--- src/mch_pkg.sv ---
// Constants for the module clock halt block: register map, bit positions,
// reset values, writable masks and clock enable register depth.
// Assumes a 32-bit APB master and one 20 MHz system clock.
package mch_pkg;

    // ------------------------------------------------------------------
    // Register map
    // ------------------------------------------------------------------
    localparam logic [11:0] MCH_HALT1_OFFSET = 12'h000;
    localparam logic [11:0] MCH_HALT2_OFFSET = 12'h004;
    localparam logic [11:0] MCH_STATUS_OFFSET = 12'h008;

    // ------------------------------------------------------------------
    // Field positions
    // ------------------------------------------------------------------
    localparam int MCH_FLASH_BIT   = 1;
    localparam int MCH_TIMER_BIT   = 2;
    localparam int MCH_RSVD_BIT    = 3;
    localparam int MCH_SERIAL_BIT  = 7;
    localparam int MCH_REG_WIDTH   = 8;

    // ------------------------------------------------------------------
    // Reset values and writable masks
    // ------------------------------------------------------------------
    localparam logic [7:0] MCH_HALT1_RESET = 8'h8E;
    localparam logic [7:0] MCH_HALT1_MASK  = 8'h8E;
    localparam logic [7:0] MCH_HALT2_RESET = 8'hFF;
    localparam logic [7:0] MCH_HALT2_MASK  = 8'hFF;

    // ------------------------------------------------------------------
    // Clock enable register depth
    // ------------------------------------------------------------------
    localparam int MCH_GATE_STAGES = 1;

endpackage : mch_pkg

--- src/mch_top.sv ---
// Module clock halt block: two software halt registers on APB; the first
// drives per-peripheral clock enables and standby flags.
// Assumes one system clock and a 32-bit APB master.
//
// Chosen here: the APB register port and the address map.
module mch_top (
    input  wire logic        clk_i,
    input  wire logic        resetn_i,
    input  wire logic        psel_i,
    input  wire logic        penable_i,
    input  wire logic        pwrite_i,
    input  wire logic [11:0] paddr_i,
    input  wire logic [31:0] pwdata_i,
    output logic      [31:0] prdata_o,
    output logic             pready_o,
    output logic             pslverr_o,
    output logic             serial_comm_unit_clk_en_o,
    output logic             general_timer_clk_en_o,
    output logic             flash_clk_en_o,
    output logic             serial_comm_unit_standby_o,
    output logic             general_timer_standby_o,
    output logic             flash_standby_o
);

    // ------------------------------------------------------------------
    // Bus decode
    // ------------------------------------------------------------------
    logic access;
    logic hit1;
    logic hit2;
    logic hit_st;
    logic mapped;

    assign access = psel_i & penable_i;
    assign hit1   = (paddr_i == mch_pkg::MCH_HALT1_OFFSET);
    assign hit2   = (paddr_i == mch_pkg::MCH_HALT2_OFFSET);
    assign hit_st = (paddr_i == mch_pkg::MCH_STATUS_OFFSET);
    assign mapped = hit1 | hit2 | hit_st;

    // ------------------------------------------------------------------
    // Halt registers
    // ------------------------------------------------------------------
    logic [7:0] halt1;
    logic [7:0] halt2;

    // Writes of 0 halt a module; writes of 1 release it again.
    mch_halt_reg #(
        .RESET_VAL (mch_pkg::MCH_HALT1_RESET),
        .WR_MASK   (mch_pkg::MCH_HALT1_MASK)
    ) u_halt1 (
        .clk_i    (clk_i),
        .resetn_i (resetn_i),
        .wr_i     (access & pwrite_i & hit1),
        .wdata_i  (pwdata_i[7:0]),
        .value_o  (halt1)
    );

    mch_halt_reg #(
        .RESET_VAL (mch_pkg::MCH_HALT2_RESET),
        .WR_MASK   (mch_pkg::MCH_HALT2_MASK)
    ) u_halt2 (
        .clk_i    (clk_i),
        .resetn_i (resetn_i),
        .wr_i     (access & pwrite_i & hit2),
        .wdata_i  (pwdata_i[7:0]),
        .value_o  (halt2)
    );

    // ------------------------------------------------------------------
    // Clock enables and standby flags
    // ------------------------------------------------------------------
    logic [2:0] run;
    logic [2:0] en_r;
    logic [2:0] sb_r;

    always_comb begin
        run[0] = halt1[mch_pkg::MCH_SERIAL_BIT];
        run[1] = halt1[mch_pkg::MCH_TIMER_BIT];
        run[2] = halt1[mch_pkg::MCH_FLASH_BIT];
    end

    mch_clock_gate #(
        .STAGES (mch_pkg::MCH_GATE_STAGES)
    ) u_gate_serial (
        .clk_i     (clk_i),
        .resetn_i  (resetn_i),
        .run_i     (run[0]),
        .clk_en_o  (en_r[0]),
        .standby_o (sb_r[0])
    );

    mch_clock_gate #(
        .STAGES (mch_pkg::MCH_GATE_STAGES)
    ) u_gate_timer (
        .clk_i     (clk_i),
        .resetn_i  (resetn_i),
        .run_i     (run[1]),
        .clk_en_o  (en_r[1]),
        .standby_o (sb_r[1])
    );

    mch_clock_gate #(
        .STAGES (mch_pkg::MCH_GATE_STAGES)
    ) u_gate_flash (
        .clk_i     (clk_i),
        .resetn_i  (resetn_i),
        .run_i     (run[2]),
        .clk_en_o  (en_r[2]),
        .standby_o (sb_r[2])
    );

    assign serial_comm_unit_clk_en_o  = en_r[0];
    assign general_timer_clk_en_o     = en_r[1];
    assign flash_clk_en_o             = en_r[2];
    assign serial_comm_unit_standby_o = sb_r[0];
    assign general_timer_standby_o    = sb_r[1];
    assign flash_standby_o            = sb_r[2];

    // ------------------------------------------------------------------
    // Read data and response
    // ------------------------------------------------------------------
    logic [31:0] rdata_nxt;
    logic [31:0] rdata_r;
    logic        ready_nxt;
    logic        ready_r;
    logic        err_nxt;
    logic        err_r;

    // A one-wait-state answer: pready rises in the first access cycle's
    // following edge, so every transfer takes setup plus two access cycles.
    always_comb begin
        ready_nxt = access & ~ready_r;
        err_nxt   = access & ~ready_r & ~mapped;
        rdata_nxt = 32'h0000_0000;
        if (access & ~ready_r & ~pwrite_i) begin
            if (hit1) begin
                rdata_nxt = {24'h00_0000, halt1};
            end else if (hit2) begin
                rdata_nxt = {24'h00_0000, halt2};
            end else if (hit_st) begin
                rdata_nxt = {29'h0000_0000, sb_r};
            end else begin
                rdata_nxt = 32'h0000_0000;
            end
        end
    end

    always_ff @(posedge clk_i or negedge resetn_i) begin
        if (!resetn_i) begin
            rdata_r <= 32'h0000_0000;
            ready_r <= 1'b0;
            err_r   <= 1'b0;
        end else begin
            rdata_r <= rdata_nxt;
            ready_r <= ready_nxt;
            err_r   <= err_nxt;
        end
    end

    assign prdata_o  = rdata_r;
    assign pready_o  = ready_r;
    assign pslverr_o = err_r;

endmodule // mch_top

--- src/mch_clock_gate.sv ---
// One clock gate for a peripheral: a registered clock enable and standby flag.
// Assumes the run request changes synchronously to clk_i; the peripheral
// uses the enable as a clock enable qualifier rather than a gated clock.
module mch_clock_gate #(
    parameter int STAGES = 2
) (
    input  wire logic clk_i,
    input  wire logic resetn_i,
    input  wire logic run_i,
    output logic      clk_en_o,
    output logic      standby_o
);

    initial begin
        if (STAGES < 1) begin
            $error("mch_clock_gate: STAGES must be at least 1");
        end
    end

    logic [STAGES-1:0] pipe_r;
    logic [STAGES-1:0] pipe_nxt;
    logic              standby_r;
    logic              standby_nxt;

    always_comb begin
        pipe_nxt    = STAGES'({pipe_r, run_i});
        standby_nxt = ~pipe_nxt[STAGES-1];
    end

    always_ff @(posedge clk_i or negedge resetn_i) begin
        if (!resetn_i) begin
            pipe_r    <= '1;
            standby_r <= 1'b0;
        end else begin
            pipe_r    <= pipe_nxt;
            standby_r <= standby_nxt;
        end
    end

    assign clk_en_o  = pipe_r[STAGES-1];
    assign standby_o = standby_r;

endmodule // mch_clock_gate

--- src/mch_halt_reg.sv ---
// One eight-bit clock halt register with a writable mask.
// Assumes writes are qualified by the APB access phase in the parent.
module mch_halt_reg #(
    parameter logic [7:0] RESET_VAL = 8'hFF,
    parameter logic [7:0] WR_MASK   = 8'hFF
) (
    input  wire logic       clk_i,
    input  wire logic       resetn_i,
    input  wire logic       wr_i,
    input  wire logic [7:0] wdata_i,
    output logic      [7:0] value_o
);

    logic [7:0] value_r;
    logic [7:0] value_nxt;

    always_comb begin
        value_nxt = value_r;
        if (wr_i) begin
            value_nxt = (wdata_i & WR_MASK) | (RESET_VAL & ~WR_MASK);
        end
    end

    always_ff @(posedge clk_i or negedge resetn_i) begin
        if (!resetn_i) begin
            value_r <= RESET_VAL;
        end else begin
            value_r <= value_nxt;
        end
    end

    assign value_o = value_r;

endmodule // mch_halt_reg

--- config.mk ---
export PLATFORM = sky130hd
export DESIGN_NAME = mch_top
export DESIGN_NICKNAME = d
export VERILOG_FILES = /design/src/mch_pkg.sv /design/src/mch_top.sv /design/src/mch_clock_gate.sv /design/src/mch_halt_reg.sv
export SDC_FILE = /design/constraint.sdc
export NUM_CORES = 1
export LEC_CHECK = 0
export BUFFER_PORTS_ARGS = -buffer_cell sky130_fd_sc_hd__buf_4
export CORE_ASPECT_RATIO = 0.7
export CORE_MARGIN = 1
export CORE_UTILIZATION = 42
export DETAILED_ROUTE_END_ITERATION = 10
export PLACE_DENSITY = 0.85
export SETUP_SLACK_MARGIN = 0.3
export SYNTH_ARGS = -nofsm -noshare
export SYNTH_HDL_FRONTEND = slang
export SYNTH_SLANG_ARGS = --single-unit
--- constraint.sdc ---
create_clock -name clk_i -period 1.3 [get_ports clk_i]
set_input_delay 0.26 -clock clk_i [delete_from_list [all_inputs] [get_ports clk_i]]
set_output_delay 0.26 -clock clk_i [all_outputs]
set_load 0.01 [all_outputs]
## Yosys cells after proc, flatten, opt, wreduce, memory -nomap -nowiden

Cells that the tools add are included.

| storage, ports and cells | value |
|---|---|
| register bits after elaboration | 52 |
| input port bits | 49 |
| output and inout port bits | 40 |
| logic and storage cells | 33 |

| operators by class | value |
|---|---|
| eq/ne operators | 2 |
| multiplexer cells | 4 |
| bitwise gates (word level) | 15 |
| reduce and logical (&&, ||, !) cells | 1 |

Operator list:

| operator | number |
|---|---|
| 32-bit 2-to-1 mux | 1 |
| 8-bit 2-to-1 mux | 2 |
| 12-bit by 3-bit == test with 1-bit output (second input constant) | 1 |
| 12-bit by 4-bit == test with 1-bit output (second input constant) | 1 |
| 12-bit logical NOT | 1 |
| 1-bit AND | 7 |
| 1-bit NOT | 6 |
| 3-bit 2-to-1 mux | 1 |
| 1-bit bitwise OR | 2 |

## Longest topological paths before layout

Gate-level depths: netlist of run 1.

| depth | value |
|---|---|
| depth after elaboration | 5 |
| depth in mapped cells | 4 |
| mapped depth without buffers | 3 |

## Cells and area by module

Synthesis of run 1 repeated with hierarchy kept, for this count alone.

| unflattened totals | value |
|---|---|
| cell total of the unflattened synthesis | 113 |
| area, all modules | 1423.9 µm² |

By module, submodules not included:

| module | times used | cells each | area an instance (µm²) | seq. area each (µm²) |
|---|---|---|---|---|
| mch_top | 1 | 74 | 733.2 | 250.2 |
| mch_halt_reg (u_halt2) | 1 | 17 | 341.6 | 210.2 |
| mch_halt_reg (u_halt1) | 1 | 13 | 183.9 | 105.1 |
| mch_clock_gate | 3 | 3 | 55.1 | 51.3 |

## Worst setup path before layout of run 1

No wires, ideal clock.

| timing path | value |
|---|---|
| path type | input-to-reg |
| start | input port paddr_i[11] |
| end | register u_halt2.value_r[0], in the netlist u_halt2.value_o[0] |
| setup time | 82 ps |
| arrival time | 1188 ps |
| data required time | 1218 ps |
| slack | 30 ps |
| stages | 3 |
| path buffers | 0 |
| cell sequence | nor4_4 nand4_4 mux2_2 |

| on the way | value |
|---|---|
| longest elaborated chain between the ends | 2 |

RTL lines:

| what | line | text |
|---|---|---|
| start, declared | mch_top.sv:12 | `input wire logic [11:0] paddr_i,` |
| 12-bit by 3-bit == test with 1-bit output | mch_top.sv:36 | `assign hit2 = (paddr_i == mch_pkg::MCH_HALT2_OFFSET);` |
| 1-bit AND | mch_top.sv:64 | `.wr_i (access & pwrite_i & hit2),` |
| end signal, assigned | mch_halt_reg.sv:28 | `value_r <= value_nxt;` |
| end, declared | mch_halt_reg.sv:14 | `logic [7:0] value_r;` |

No other way between the ends.
A chain may end at the register's enable or synchronous reset.

## Worst setup path in the final report of run 1

| timing path | value |
|---|---|
| start | register ready_r, in the netlist pready_o |
| end | register rdata_r[3], in the netlist prdata_o[3] |

| on the way | value |
|---|---|
| longest elaborated chain between the ends | 4 |

RTL lines:

| what | line | text |
|---|---|---|
| start, declared | mch_top.sv:125 | `logic ready_r;` |
| start signal, assigned | mch_top.sv:155 | `ready_r <= ready_nxt;` |
| 1-bit NOT | mch_top.sv:135 | `if (access & ~ready_r & ~pwrite_i) begin` |
| 1-bit AND (2 in a row) | mch_top.sv:135 |  |
| 32-bit 2-to-1 mux | mch_top.sv:135 |  |
| net rdata_nxt[3] | mch_top.sv:122 | `logic [31:0] rdata_nxt;` |
| end signal, assigned | mch_top.sv:154 | `rdata_r <= rdata_nxt;` |
| end, declared | mch_top.sv:123 | `logic [31:0] rdata_r;` |

The timed path passes the listed nets, and every way through them passes these cells.

==> results of run 1 <==
==> sequential cells by signal, indices dropped and copies added (netlist names) <==
name and flops:
u_gate_timer.standby_o 1, u_gate_serial.clk_en_o 1, pready_o 1, u_halt1.value_o 4, u_halt2.value_o 8, u_gate_flash.clk_en_o 1, u_gate_flash.standby_o 1, pslverr_o 1
prdata_o 8, u_gate_serial.standby_o 1, u_gate_timer.clk_en_o 1
==> placed cells by master, fill, tap and decap left out, types with 3 or more instances in the layout <==
cell type / n
mux2_2: 10
and2_1: 3
buf_4: 28
nand4_4: 3
nand2_1: 3
nor4_4: 3
clkbuf_8: 3
inv_1: 3
dfrtp_1: 13
nor2_1: 4
dfstp_2: 15
conb_1: 24
buf_6: 21
==> cell families (layout without fill, tap and decap cells) <==
logic type             count (synthesis)  count (layout)  synth area share
buffers and inverters                 29              57             0.150
multiplexers                          14              14             0.113
AO/OA/AOI/OAI                          4               4            0.0309
flip-flops                            28              28             0.522
other                                  1              24           0.00272
AND/OR/NAND/NOR                       31              31             0.182
==> power by group <==
group / switching [mW] / internal (mW) / total (mW)
clock: 0.257 / 0.412 / 0.669
combinational: 0.111 / 0.0883 / 0.200
sequential: 0.00196 / 0.877 / 0.879
==> per-stage QoR <==
step | cells | hold WS (ps) | setup TNS [ps]
after floorplan | 130 | -35.6 | 0
after global placement | 185 | 179 | -1080
after detailed placement | 185 | 188 | -1600
after CTS | 193 | 215 | 0
after global routing | 194 | 192 | -76.3
final | 194 | 217 | 0
==> repair_timing <==
action                     CTS  global route
setup endpoints to repair   36            37
hold endpoints to repair    13             0
resized for setup           31             2
setup buffers                3             1
pin swaps                    5             3
hold buffers                 1             0
==> path summary, 6_finish.rpt <==
| path | start | end | slack [ps] | cells after the start |
|---|---|---|---|---|
| worst max-delay path | pready_o | prdata_o[3] | 30 | 3 |
| worst min-delay path | pwdata_i[4] | u_halt2.value_o[4] | 220 | 2 |
| worst max register to register | pready_o | prdata_o[3] | 30 | 3 |
| worst min register to register | u_halt1.value_o[1] | u_gate_flash.clk_en_o | 390 | 0 |
| max in group asynchronous | resetn_i | u_halt2.value_o[6] | 570 | 2 |
| min in group asynchronous | resetn_i | pready_o | 420 | 2 |
==> metal layers <==
metal,share of wire,up-vias,track usage
met5,0,-,0
met4,0,0,0.0204
met3,0.056,0,0.0573
met2,0.57,33,0.317
met1,0.37,436,0.187
li1,-,422,-
==> worst max-delay path, delay by kind of cell, from the launching register on <==
kind	cells	cell delay, ps
and+or+nand+nor	3	790
DFF	1	390
==> cell type report <==
type                    count  area, µm²
clock inverters             1       30.0
repair buffers             50        457
multi-input cells          73        631
flip-flops and latches     28        719
clock buffers               3       41.3
inverters                   3       11.3
well taps                  36       45.0
fillers                   222       1030
==> results.yml, run 1 <==
routing:
  drt_pass1_iterations: 6
  drt_wl_total_um: 2780
  num_vias: 891
  avgRoutedWirePerCell_um: 14.3
  avgViaCountPerCell: 4.59
  drt_first_iter_violations: 42
  drc: 7
  ant_nets: 0
yosys:
  synthMostInstantiatedCell: "buf_4"
  synthCells: 107
  ys_seq_elements: 28
  synth-edff-count: 0
  synth-main-ff-cell: "dfstp_2"
  synth_common_cells: "24 x buf_4, 15 x dfstp_2, 13 x dfrtp_1, 12 x mux2_2, 5 x nand2_1"
  yosys.area.top_type: "dfstp_2"
  syn_area_mm2: 0.00138
  synth_area_leaders: "dfstp_2 29%, dfrtp_1 24%, buf_4 13%, mux2_2 9.8%, nor4_4 3.1%"
  ys_seq_area_frac: 0.522
  synth_cell_type_count: 27
  synth_top_area_share: 0.286
  yosysWarningCount: 0
  syn_avg_cell_area_um2: 12.9
  async_flop_share: 1.00
sta:
  post-route-period-util: 0.974
  layout_min_cycle_time_ps: 1270
  fin_ws_ps: 33.3
  rsz0062_at_grt: "true"
  setup_violations: 0
  max_freq_mhz: 789
  finClkSkew_ps: 3.12
  finalMaxSlewViolations: 0
  hold_viol_final: 0
clock_network:
  cts.sinks: 28
  cts_root_buf: "clkbuf_8"
  cts_made_buffers: 3
  clk_latency_ps: 270
  clk_pin_slew_ps: 90
  cts.path.max_buffers: 2
  cts_max_level: 1
  tritoncts: "built"
global_routing:
  grt_pass1_wl_um: 4440
  grt_overflow: 0
  grt.total_usage: 0.168
  grt_max_degree: 29
  antenna_found_initial: 0
  first_global_vias: 944
hold_path:
  min_path_type: "in2reg"
critical_path:
  arrival_ps: 1440
  cp.required_ps: 1470
  startpoint_type: "flip-flop"
  worstSetupEndpointType: "flip-flop"
  cpMaxStageDelayCell: "dfrtp_1"
  worstSetupPathType: "reg2reg"
  crit_fanout: 3
  cpPeakStageDelay_ps: 390
  crit_path_cell_trace: "and4bb_2 -> nand2_2 -> nor4_2"
die:
  die_h_um: 49.9
  die-width_um: 70.5
  core_area_mm2: 0.00296
  dieArea_mm2: 0.00352
  ios: 89
  num_rows: 16
  start_util: 0.465
job:
  max_cap_viol_count: 0
placed_design:
  gp_congestion: 0.755
  hpwl_um: 1970
  post-place-ws_ps: -142
  io_buffer_count: 40
  post_dp_cell_area_mm2: 0.00166
power_and_ir_drop:
  finalPower_mw: 1.75
  leakagePower_nw: 0.901
  powerDensity_mw_per_mm2: 904
  irDropWorstVdd_mv: 0.668
layout:
  area_growth_pct: 40.3
  fin_nets: 208
  diodes: 0
  fin_util: 0.653
  final_layout_size_suffix_gt1_frac: 0.601
  finalInstanceArea_mm2: 0.00193
outcome:
  run_status: "complete, but fails checks"
  violations: "design-rule violations"
Power figures use the tool's default switching activity.
==> inputs of run 2 (changes only) <==
- CORE_UTILIZATION: 42 -> 30
- PLACE_DENSITY: 0.85 -> 0.65
- SLEW_MARGIN: not set -> 20
==> run 2 against run 1 <==
The run now ends clean. Count of clock-buffer cells in the layout stayed put. Via count increased by 2.2%. Final cell count increased by 12%. Hold slack lost 2.0 ps. First-iteration DRC count fell by 74%. Critical endpoint unchanged. Largest power group unchanged.
==> results.yml, run 2 (synthesis gave the netlist of run 1 again) <==
global_routing:
  first_global_vias: 940
  grt_pass1_wl_um: 4590
  grt.total_usage: 0.121
  grt_overflow: 0
  grt_max_degree: 29
  antenna_found_initial: 0
die:
  start_util: 0.315
  num_rows: 20
  dieArea_mm2: 0.00488
  core_area_mm2: 0.00438
  die_h_um: 58.7
  die-width_um: 83.0
  ios: 89
critical_path:
  worstSetupPathType: "reg2reg"
  r2r-end: "prdata_o[3]"
  crit_fanout: 3
  arrival_ps: 1400
  rr_worst_depth: 3
  ff2ff_setup_slack_ps: 90
  cp.required_ps: 1490
  startpoint_type: "flip-flop"
  r2r-start: "pready_o"
  worstSetupEndpointType: "flip-flop"
routing:
  num_vias: 911
  drt_first_iter_violations: 11
  avgViaCountPerCell: 4.20
  drc: 0
  ant_nets: 0
  drt_wl_total_um: 2740
  avgRoutedWirePerCell_um: 12.6
  drt_pass1_iterations: 3
hold_path:
  min_path_type: "in2reg"
  worstHoldPathCells: 2
  hp-start: "pwdata_i[6]"
  min_to: "u_halt2.value_o[6]"
sta:
  layout_min_cycle_time_ps: 1210
  max_freq_mhz: 825
  setup_violations: 0
  finClkSkew_ps: 4.24
  post-route-period-util: 0.933
  rsz0062_at_grt: "true"
  hold_viol_final: 0
  finalMaxSlewViolations: 0
clock_network:
  cts_made_buffers: 3
  cts_root_buf: "clkbuf_8"
  tritoncts: "built"
  clk_latency_ps: 270
  cts.sinks: 28
  cts_max_level: 1
  cts.path.max_buffers: 2
  clk_pin_slew_ps: 90
power_and_ir_drop:
  powerDensity_mw_per_mm2: 879
  irDropWorstVdd_mv: 0.448
  leakagePower_nw: 0.939
layout:
  diodes: 0
  finalInstanceArea_mm2: 0.00200
  final_layout_size_suffix_gt1_frac: 0.617
  fin_nets: 212
  fin_util: 0.457
  seqCellArea_um2: 719
  area_growth_pct: 45.3
  multi_input_area_um2: 646
  final_common_cell: "buf_4"
  n_fill_cell: 393
  final_cell_mix: "32 x buf_4, 24 x conb_1, 21 x buf_6"
placed_design:
  gp_congestion: 0.794
  post_dp_cell_area_mm2: 0.00170
  hpwl_um: 2170
  io_buffer_count: 40
outcome:
  run_status: "finished, final reports clean"
job:
  max_cap_viol_count: 0
## run 2: worst max path at each step
stage	cells after the start	slack (ps)	to	start
2_1_floorplan	3	40	u_halt2.value_o[0]	paddr_i[4]
3_3_place_gp	5	-100	u_halt2.value_o[4]	paddr_i[4]
3_5_place_dp	5	-130	u_halt1.value_o[1]	paddr_i[4]
4_1_cts	3	90	prdata_o[7]	pready_o
5_1_grt	3	20	prdata_o[1]	pready_o
6_report	3	90	prdata_o[3]	pready_o
## run 2: cell type report
cell class	count	share of cell area
clock inverters	1	0.0150
flip-flops and latches	28	0.359
multi-input cells	73	0.322
well taps	55	0.0344
inverters	3	0.00562
repair buffers	54	0.243
clock buffers	3	0.0206
## run 2: critical path, stage by stage, from the launching register on
cell and delay (ps):
dfrtp_1 390, and4bb_2 370, nand2_2 100, nor4_4 270
## run 2: repair_timing
| item | 4_1_cts | 5_1_grt |
|---|---|---|
| setup endpoints to repair | 36 | 37 |
| pin swaps | 9 | 3 |
| hold endpoints to repair | 13 | 0 |
| resized for setup | 32 | 4 |
| hold buffers | 1 | 0 |
| setup buffers | 5 | 1 |
## run 2: stage by stage
stage | TNS (ps) | power (mW) | setup slack, ps | std cells | hold slack [ps]
finish | 0 | 1.76 | 87.5 | 217 | 215
global route | 0 | 1.84 | 21.9 | 217 | 197
CTS | 0 | 1.77 | 87.8 | 216 | 208
detailed placement | -1580 | 1.07 | -134 | 206 | 193
global placement | -1240 | 1.07 | -101 | 206 | 180
floorplan | 0 | 1.02 | 38.8 | 130 | -35.6
## run 2: metal layers
layer  vias to the layer above  global-route usage  wire length (µm)
li1                        429                   -                 -
met5                         -                   0                 0
met4                         0              0.0148                10
met3                         2              0.0477               198
met1                       448               0.150              1150
met2                        32               0.208              1370
## run 2: power breakdown
group          internal [mW]  switching (mW)  total (mW)
Combinational         0.0922           0.111       0.203
Sequential             0.877         0.00215       0.880
Clock                  0.412           0.266       0.678
